--- src/rtl/kst_pkg.sv ---
// Package with register map, field layout and timing constants of the keypad timing block
package kst_pkg;
   localparam logic [7:0] KST_ADDR_LO = 8'h01;
   localparam logic [7:0] KST_ADDR_HI = 8'h09;
   localparam logic [7:0] KST_ADDR_SETTLE = 8'h01;
   localparam logic [7:0] KST_ADDR_BOUNCE = 8'h02;
   localparam logic [7:0] KST_ADDR_SIZE = 8'h03;
   localparam logic [7:0] KST_SETTLE_RST = 8'h80;
   localparam logic [7:0] KST_BOUNCE_RST = 8'h80;
   localparam logic [3:0] KST_ROWS_RST = 4'h2;
   localparam logic [3:0] KST_COLS_RST = 4'h2;
   localparam logic [3:0] KST_ROWS_MAX = 4'h8;
   localparam logic [3:0] KST_COLS_MAX = 4'hc;
   localparam logic [3:0] KST_SIZE_FREE = 4'h0;
   localparam logic [3:0] KST_SIZE_ILLEGAL = 4'h1;
   localparam int KST_ROW_HI = 7;
   localparam int KST_ROW_LO = 4;
   localparam int KST_COL_HI = 3;
   localparam int KST_COL_LO = 0;
   localparam int KST_ROW_LINES = 8;
   localparam int KST_COL_LINES = 12;
   localparam logic [7:0] KST_DED_MASK = 8'h03;
   // Time targets in ms and the oscillator tick rate
   localparam int KST_CLK_HZ = 25000000;
   localparam int KST_TICK_HZ = 32768;
   localparam int KST_MS_16 = 16;
   localparam int KST_MS_12 = 12;
   localparam int KST_MS_8 = 8;
   localparam int KST_MS_4 = 4;
   // System clocks per oscillator tick, rounded down
   localparam int KST_TICK_DIV = KST_CLK_HZ / KST_TICK_HZ;
   // Tick counts, rounded up so each coded range meets its target
   localparam logic [9:0] KST_TICKS_16 = 10'((KST_MS_16 * KST_TICK_HZ + 999) / 1000);
   localparam logic [9:0] KST_TICKS_12 = 10'((KST_MS_12 * KST_TICK_HZ + 999) / 1000);
   localparam logic [9:0] KST_TICKS_8 = 10'((KST_MS_8 * KST_TICK_HZ + 999) / 1000);
   localparam logic [9:0] KST_TICKS_4 = 10'((KST_MS_4 * KST_TICK_HZ + 999) / 1000);
   localparam logic [9:0] KST_TICKS_NONE = 10'h000;
   localparam logic [1:0] KST_RANGE_16 = 2'h3;
   localparam logic [1:0] KST_RANGE_12 = 2'h2;
   localparam logic [1:0] KST_RANGE_8 = 2'h1;
   typedef enum logic [1:0] {
      KST_IDLE = 2'b00,
      KST_SETTLE = 2'b01,
      KST_SCAN = 2'b10
   } kst_state_t;
endpackage : kst_pkg

--- src/rtl/kst_timing_config.sv ---
// Keypad scan timing and matrix size registers with settle and debounce sequencing
//
// How it works
// RULE1 - Decode registers only at addresses 0x01-0x09
// RULE2 - Wait settle interval, then start scanning
// RULE3 - Settle applied on keypad wake-up when enabled
// RULE4 - Settle applied on halt-to-operational write when enabled
// RULE5 - Settle value decodes to 16/12/8/4/0 ms
// RULE6 - Debounce spans first detection to final sample
// RULE7 - Debounce uses same decode; zero disables
// RULE8 - Row field sets rows; zero frees rows
// RULE9 - Rows 2-8 legal; value 1 is undefined
// RULE10 - Column field sets columns; zero frees columns
// RULE11 - Columns 2-12 legal; both fields reset 2
// RULE12 - Intervals counted in oscillator ticks
`timescale 1ns/10ps
module kst_timing_config
   import kst_pkg::*;
(
   input wire logic sys_clk_i,
   input wire logic reset_n_i,
   input wire logic [7:0] reg_addr_i,
   input wire logic reg_wr_i,
   input wire logic reg_rd_i,
   input wire logic [7:0] reg_wdata_i,
   output logic [7:0] reg_rdata_o,
   output logic reg_hit_o,
   input wire logic scan_enable_bit_i,
   input wire logic halt_exit_i,
   input wire logic wakeup_i,
   input wire logic key_detect_i,
   output logic scan_active_o,
   output logic settling_o,
   output logic key_sample_o,
   output logic [3:0] row_count_o,
   output logic [3:0] col_count_o,
   output logic [7:0] row_line_keypad_o,
   output logic [11:0] column_line_keypad_o,
   output logic row_dedicated_o,
   output logic column_dedicated_o
);
   logic [7:0] settle_q;
   logic [7:0] settle_d;
   logic [7:0] bounce_q;
   logic [7:0] bounce_d;
   logic [7:0] size_q;
   logic [7:0] size_d;
   logic [7:0] rdata_q;
   logic [7:0] rdata_d;
   logic hit_q;
   logic hit_d;
   logic [15:0] div_q;
   logic [15:0] div_d;
   logic tick_q;
   logic tick_d;
   kst_state_t state_q;
   kst_state_t state_d;
   logic sample_q;
   logic sample_d;
   logic [7:0] rows_mask_q;
   logic [7:0] rows_mask_d;
   logic [11:0] cols_mask_q;
   logic [11:0] cols_mask_d;
   logic scan_q;
   logic scan_d;
   logic settle_flag_q;
   logic settle_flag_d;
   logic row_ded_q;
   logic row_ded_d;
   logic col_ded_q;
   logic col_ded_d;
   logic key_seen_q;
   logic key_seen_d;
   logic in_range;
   logic settle_start;
   logic settle_busy;
   logic settle_done;
   logic bounce_start;
   logic bounce_busy;
   logic bounce_done;
   logic [3:0] rows;
   logic [3:0] cols;

   function automatic logic [9:0] kst_decode(input logic [7:0] v);
      if (v[7:6] == KST_RANGE_16) begin
         kst_decode = KST_TICKS_16; // RULE5
      end else if (v[7:6] == KST_RANGE_12) begin
         kst_decode = KST_TICKS_12;
      end else if (v[7:6] == KST_RANGE_8) begin
         kst_decode = KST_TICKS_8;
      end else if (v != 8'h00) begin
         kst_decode = KST_TICKS_4;
      end else begin
         kst_decode = KST_TICKS_NONE;
      end
   endfunction : kst_decode

   assign rows = size_q[KST_ROW_HI:KST_ROW_LO];
   assign cols = size_q[KST_COL_HI:KST_COL_LO];
   assign in_range = (reg_addr_i >= KST_ADDR_LO) && (reg_addr_i <= KST_ADDR_HI); // RULE1

   // Register file
   always_comb begin
      settle_d = settle_q;
      bounce_d = bounce_q;
      size_d = size_q;
      rdata_d = rdata_q;
      hit_d = 1'b0;
      if (reg_wr_i && in_range) begin
         hit_d = 1'b1;
         unique case (reg_addr_i)
            KST_ADDR_SETTLE: settle_d = reg_wdata_i;
            KST_ADDR_BOUNCE: bounce_d = reg_wdata_i;
            KST_ADDR_SIZE: size_d = reg_wdata_i; // RULE9 RULE11
            default: ;
         endcase
      end
      if (reg_rd_i && in_range) begin
         hit_d = 1'b1;
         unique case (reg_addr_i)
            KST_ADDR_SETTLE: rdata_d = settle_q;
            KST_ADDR_BOUNCE: rdata_d = bounce_q;
            KST_ADDR_SIZE: rdata_d = size_q;
            default: rdata_d = 8'h00;
         endcase
      end
   end

   // Oscillator tick from the system clock; a real part would use its slow oscillator
   always_comb begin
      tick_d = 1'b0;
      div_d = div_q + 16'h0001;
      if (div_q == 16'(KST_TICK_DIV - 1)) begin
         div_d = 16'h0000;
         tick_d = 1'b1; // RULE12
      end
   end

   // Scan sequencing
   // Gated by state, not by timer busy, so a settle cut short by disable cannot lock out later triggers
   assign settle_start = scan_enable_bit_i && (wakeup_i || halt_exit_i) && (state_q != KST_SETTLE); // RULE3 RULE4
   // Only the first detection starts debounce; a held key must not restart it every cycle
   assign bounce_start = (state_q == KST_SCAN) && key_detect_i && !key_seen_q && !bounce_busy && !settle_busy; // RULE6
   always_comb begin
      state_d = state_q;
      sample_d = bounce_done; // RULE6 RULE7
      key_seen_d = key_detect_i;
      if (!scan_enable_bit_i) begin
         state_d = KST_IDLE;
         sample_d = 1'b0;
      end else begin
         unique case (state_q)
            KST_IDLE: if (settle_start) state_d = KST_SETTLE;
            KST_SETTLE: if (settle_done) state_d = KST_SCAN; // RULE2
            KST_SCAN: if (settle_start) state_d = KST_SETTLE;
            default: state_d = KST_IDLE;
         endcase
      end
      scan_d = (state_d == KST_SCAN);
      settle_flag_d = (state_d == KST_SETTLE);
      row_ded_d = (size_d[KST_ROW_HI:KST_ROW_LO] == KST_SIZE_FREE) && (state_d != KST_IDLE); // RULE8
      col_ded_d = (size_d[KST_COL_HI:KST_COL_LO] == KST_SIZE_FREE) && (state_d != KST_IDLE); // RULE10
   end

   // Line assignment from matrix size; lines below the count become keypad lines, zero or 1 gives no keypad lines, only zero marks them dedicated
   always_comb begin
      rows_mask_d = 8'h00;
      cols_mask_d = 12'h000;
      for (int i = 0; i < KST_ROW_LINES; i++) begin
         rows_mask_d[i] = (4'(i) < rows) && (rows != KST_SIZE_ILLEGAL); // RULE8 RULE9
      end
      for (int j = 0; j < KST_COL_LINES; j++) begin
         cols_mask_d[j] = (4'(j) < cols) && (cols != KST_SIZE_ILLEGAL); // RULE10 RULE11
      end
   end

   always_ff @(posedge sys_clk_i or negedge reset_n_i) begin
      if (!reset_n_i) begin
         settle_q <= KST_SETTLE_RST;
         bounce_q <= KST_BOUNCE_RST;
         size_q <= {KST_ROWS_RST, KST_COLS_RST}; // RULE11
         rdata_q <= 8'h00;
         hit_q <= 1'b0;
         div_q <= 16'h0000;
         tick_q <= 1'b0;
         state_q <= KST_IDLE;
         sample_q <= 1'b0;
         rows_mask_q <= 8'h00;
         cols_mask_q <= 12'h000;
         scan_q <= 1'b0;
         settle_flag_q <= 1'b0;
         row_ded_q <= 1'b0;
         col_ded_q <= 1'b0;
         key_seen_q <= 1'b0;
      end else begin
         settle_q <= settle_d;
         bounce_q <= bounce_d;
         size_q <= size_d;
         rdata_q <= rdata_d;
         hit_q <= hit_d;
         div_q <= div_d;
         tick_q <= tick_d;
         state_q <= state_d;
         sample_q <= sample_d;
         rows_mask_q <= rows_mask_d;
         cols_mask_q <= cols_mask_d;
         scan_q <= scan_d;
         settle_flag_q <= settle_flag_d;
         row_ded_q <= row_ded_d;
         col_ded_q <= col_ded_d;
         key_seen_q <= key_seen_d;
      end
   end

   kst_interval_timer u_settle (
      .sys_clk_i(sys_clk_i),
      .reset_n_i(reset_n_i),
      .tick_i(tick_q),
      .start_i(settle_start),
      .ticks_i(kst_decode(settle_q)), // RULE5
      .busy_o(settle_busy),
      .done_o(settle_done)
   );

   kst_interval_timer u_bounce (
      .sys_clk_i(sys_clk_i),
      .reset_n_i(reset_n_i),
      .tick_i(tick_q),
      .start_i(bounce_start),
      .ticks_i(kst_decode(bounce_q)), // RULE7
      .busy_o(bounce_busy),
      .done_o(bounce_done)
   );

   assign reg_rdata_o = rdata_q;
   assign reg_hit_o = hit_q;
   assign scan_active_o = scan_q;
   assign settling_o = settle_flag_q;
   assign key_sample_o = sample_q;
   assign row_count_o = size_q[KST_ROW_HI:KST_ROW_LO];
   assign col_count_o = size_q[KST_COL_HI:KST_COL_LO];
   assign row_line_keypad_o = rows_mask_q;
   assign column_line_keypad_o = cols_mask_q;
   assign row_dedicated_o = row_ded_q; // RULE8
   assign column_dedicated_o = col_ded_q; // RULE10
endmodule : kst_timing_config

--- src/rtl/kst_interval_timer.sv ---
// Loadable down-counter of oscillator ticks that signals when an interval has run out
`timescale 1ns/10ps
module kst_interval_timer (
   input wire logic sys_clk_i,
   input wire logic reset_n_i,
   input wire logic tick_i,
   input wire logic start_i,
   input wire logic [9:0] ticks_i,
   output logic busy_o,
   output logic done_o
);
   logic [9:0] cnt_q;
   logic [9:0] cnt_d;
   logic busy_q;
   logic busy_d;
   logic done_q;
   logic done_d;
   always_comb begin
      cnt_d = cnt_q;
      busy_d = busy_q;
      done_d = 1'b0;
      if (start_i) begin
         // A zero interval finishes at once
         cnt_d = ticks_i;
         busy_d = (ticks_i != 10'h000);
         done_d = (ticks_i == 10'h000);
      end else if (busy_q && tick_i) begin
         cnt_d = cnt_q - 10'h001;
         if (cnt_q == 10'h001) begin
            busy_d = 1'b0;
            done_d = 1'b1;
         end
      end
   end
   always_ff @(posedge sys_clk_i or negedge reset_n_i) begin
      if (!reset_n_i) begin
         cnt_q <= 10'h000;
         busy_q <= 1'b0;
         done_q <= 1'b0;
      end else begin
         cnt_q <= cnt_d;
         busy_q <= busy_d;
         done_q <= done_d;
      end
   end
   assign busy_o = busy_q;
   assign done_o = done_q;
endmodule : kst_interval_timer

--- config.mk ---
export PLATFORM = sky130hd
export DESIGN_NAME = kst_timing_config
export DESIGN_NICKNAME = d
export VERILOG_FILES = /design/src/rtl/kst_pkg.sv /design/src/rtl/kst_timing_config.sv /design/src/rtl/kst_interval_timer.sv
export SDC_FILE = /design/constraint.sdc
export NUM_CORES = 1
export LEC_CHECK = 0
export CORE_MARGIN = 4
export CORE_UTILIZATION = 57
export DETAILED_ROUTE_END_ITERATION = 16
export DONT_BUFFER_PORTS = 1
export PLACE_DENSITY = 0.79
export SKIP_LAST_GASP = 1
export SLEW_MARGIN = 20
export SYNTH_ARGS = -nofsm -noshare
export SYNTH_HDL_FRONTEND = slang
export SYNTH_HIERARCHICAL = 1
export SYNTH_SLANG_ARGS = --single-unit
--- constraint.sdc ---
create_clock -name sys_clk_i -period 2.2 [get_ports sys_clk_i]
set_input_delay 0.33 -clock sys_clk_i [delete_from_list [all_inputs] [get_ports sys_clk_i]]
set_output_delay 0.33 -clock sys_clk_i [all_outputs]
set_load 0.005 [all_outputs]
==> impl_summary.md <==
Synth
The count of distinct cell types in the synthesized netlist is 57. The share of the Yosys chip area taken by registers is 0.5241. The post-synthesis average cell area is 11.19 µm².

The synthesized instance count is 436. Ranked by total cell area, the synthesized netlist is headed by sky130_fd_sc_hd__dfrtp_1, sky130_fd_sc_hd__mux2_2, sky130_fd_sc_hd__ha_1. The primary flip-flop cell chosen by synthesis mapping is sky130_fd_sc_hd__dfrtp_1. The post-synth design cell area is 0.004880 mm². The fraction of synthesized cell area taken by the top area cell type is 0.5026. The largest total area in the synthesized netlist belongs to sky130_fd_sc_hd__dfrtp_1. The Yosys step of the flow raised 6 warnings. The async set-reset flop share out of synthesis is 1.000. In this run, synthesis inferred 0 flip-flops with an integrated enable. In this run, synthesis produced a sequential element count of 102.

Drt
The average wire per standard cell is 17.76 µm. The total vias in the final route is 3452. The first detailed-routing pass ran for 4 iterations. The count of antenna-violating nets left after detailed routing is 0. The via count normalized by instance count is 6.099.

The first-iteration detailed-routing DRC count is 133. The overall routed net length is 10050 µm. The total DRC errors in the routed layout is 0.

Finish
Leaving out fill and tap cells, the most frequent cells in the layout are sky130_fd_sc_hd__dfrtp_1, sky130_fd_sc_hd__nor2_1, sky130_fd_sc_hd__mux2_2, sky130_fd_sc_hd__nand2_1, sky130_fd_sc_hd__buf_4. Summing all non-filler instances in the final layout gives an area of 0.005315 mm². The library cell used most frequently in the layout, excluding fill and tap cells, is sky130_fd_sc_hd__dfrtp_1. The antenna cell count is 0.

The number of filler cells placed in the layout is 628. In the final layout, the share of cells above drive strength 1 is 0.1974. The number of nets in the layout is just under 500. Compared with the post-synthesis result, the final layout area differs by 8.923%. The post-layout instance count excluding filler cells is 566.

Placed design
The placed instance area is about 0.0051 mm². The placed instance count is 549. Summed over all nets, the half-perimeter wirelength after detailed placement is 7059 µm.

The quantity of I/O buffers inserted on ports is 0. The final estimated routing congestion in global placement is 0.8354.

Clock tree
The worst-case clock buffer depth is 2. After clock tree synthesis, the clock-pin slew on the worst setup and hold paths is 0.11 ns. The deepest level of the CTS H-tree is 3. After clock tree synthesis, the flow added hold-fix buffers numbering 1. TritonCTS built the clock tree. At the later pin of the worst-skew pair, clock insertion delay measures approximately 0.37 ns. The number of clock buffers inserted by TritonCTS is 9.

The setup fix buffers added after clock tree synthesis is 0. The cell chosen for the clock root is sky130_fd_sc_hd__clkbuf_8. The tree built by TritonCTS fans out to 102 sinks.

Power
The power share of the clock group is 0.334. The switching part of the total power is 0.2620. The power density normalized to cell area is approximately 700 mW/mm². Across the VDD grid, the largest voltage drop is 0.5017 mV.

The share of total power dissipated in combinational logic is 0.091. The internal power of the cells totals 2697 µW. The sequential power share is 0.575. Summed over all cells, the static leakage comes to 0.002419 µW.

The analysis attributes to net switching a power of around 960 µW.

Setup path
The worst-path maximum fanout is 2. The startpoint type of the worst setup path is a flop. Traced cell by cell, the critical path runs through inv_2, ha_1, or4b_4, nor4_4, o31ai_1, nor4_1, nand3_1, mux2_2. The worst path buffer plus inverter count is 1. The slowest library cell on the worst path is sky130_fd_sc_hd__or4b_4. The number of stages on the worst setup path is 8. The delay contributed by the slowest stage of the critical path is approximately 0.46 ns. At the worst endpoint, the required time is 2.46 ns. The arrival time of data at the critical path endpoint is around 2.4 ns. The category of the critical setup timing path is flop to flop. The worst-case reg-to-reg path depth is 8. The family with the most delay on the worst path is simple AND/OR/NAND/NOR gates. The endpoint class of the critical path is a flop.

Floorplan
The number of I/O pins is between 60 and 70. The floorplan has 33 rows. The floorplan step defined a die boundary enclosing between 0.01 and 0.015 mm².

From bottom edge to top edge, the die measures 100.5 µm. The horizontal die dimension is 100.5 µm. The initial standard-cell utilization of the core is 0.5909.

After floorplanning, the core was sized to cover a little over 0.008 mm².

Global route
The via count of the first global-routing pass is 3474. Entering global routing, the biggest net connects around 100 pins. The first global-routing pass estimated 17170 µm of wire. The number of antenna violations at the first check in global routing is 0. The total global routing track utilization is 0.2143. The remaining global-route overflow is 0.

STA
The worst pin sits at a relative slew slack of 0.6158. The worst hold margin is -0.3530 ns. Clock skew on the completed layout was measured at ~0.016 ns.

Setup repair after global routing could not meet its margin everywhere. In the finished design, the share of the clock period the worst path needs comes to 0.9561. The transition at the pin with the smallest max-transition slack is 0.5738 ns.

The worst path needs 2.103 ns of the cycle, external delays included. Derived from the worst setup path, the maximum achievable clock frequency is 0.4754 GHz. The count of final max-slew check failures is 0. The total count of hold-check failures in the final report was 102. The number of setup violations in the final report is 0.

Run
The max-capacitance violation count is 0.

Status
The flow ran to the end, but the final reports show violations. The final reports fail on hold timing.

Worst hold path
The classification of the worst-slack hold path is input pin to async pin.
Yosys cell counts (all sizes together), types with 3 or more instances:
library cell / count
o31ai: 10
and2: 7
a21boi: 4
nand2: 21
o21ai: 13
clkbuf: 9
nor3: 6
dfstp: 4
buf: 10
mux2i: 4
ha: 14
o211ai: 3
nand4: 8
or2: 10
o2bb2ai: 8
o21a: 3
nor4: 13
dfrtp: 98
xor2: 11
nand3: 13
a21oi: 3
or4: 13
nor2: 38
mux2: 32
or3: 8
a22oi: 8
a31oi: 12
xnor2: 6
a21o: 6
inv: 14
sequential cells by signal, summed over array words and instances (netlist names), 10 cells and up:
| register | flops |
|---|---|
| column_line_keypad_o | 12 |
| div_q | 16 |
| u_bounce/cnt_q | 10 |
| u_settle/cnt_q | 10 |
metal layers:
metal | part of all wire | global-route usage
met5 | 0 | 0
met4 | 0.014 | 0.06321
met3 | 0.050 | 0.06367
met2 | 0.49 | 0.3415
met1 | 0.44 | 0.2855
per-stage QoR:
step	utilization	worst slack (ns)	TNS [ns]	hold slack [ns]	power, µW
after floorplan	-	0.1231	0	0.03441	2359
after CTS	0.6424	0.07419	0	-0.3712	3667
after global routing	0.6436	-0.1041	-0.1774	-0.3860	3813
after global placement	0.6150	-0.1524	-0.2405	0.03686	2430
final	0.6436	0.09651	0	-0.3530	3655
after detailed placement	0.6150	-0.2336	-0.3962	0.03678	2455
cell type report:
class                      instances  area, µm²  share of cell area
clock inverter                     7      80.08             0.01507
inverter                          14      52.55            0.009887
clock buffer                       9      123.9             0.02331
tap                              105      131.4             0.02472
multi-input combinational        312       2240              0.4214
timing repair buffer              17      130.1             0.02448
sequential                       102       2557              0.4812
power groups by stage:
stage | clock network (µW) | registers [µW] | logic, µW
detailed placement | 0 | 2140 | 319
CTS | 1240 | 2100 | 328
global placement | 0 | 2130 | 303
global route | 1320 | 2120 | 374
floorplan | 0 | 2090 | 272
finish | 1220 | 2100 | 334
kinds of logic after synthesis:
| logic type | count (synthesis) | synth area share |
|---|---|---|
| other cells | 1 | 0.0007685 |
| compound gates | 78 | 0.1123 |
| mux | 36 | 0.08205 |
| flops | 102 | 0.5241 |
| fa+ha+maj | 14 | 0.03590 |
| buf+inv | 33 | 0.03128 |
| xor+xnor | 17 | 0.03051 |
| simple gates | 155 | 0.1831 |
worst paths after layout:
check	startpoint	end	slack, ns
setup / recovery	settle_q[6]	u_settle/busy_o	0.1
hold / removal	reset_n_i	column_line_keypad_o[10]	-0.35
setup reg to reg	settle_q[6]	u_settle/busy_o	0.1
hold reg to reg	u_bounce/done_o	key_sample_o	0.47
max in group asynchronous	reset_n_i	bounce_q[7]	2.33
min in group sys_clk_i	reg_rd_i	reg_hit_o	0.09
timing repair:
action,in CTS,in global routing
pin swaps,2,0
endpoints found under the setup margin,2,7
hold endpoints to repair,103,102
gates resized for setup,2,3
Power figures use the tool's default switching activity.
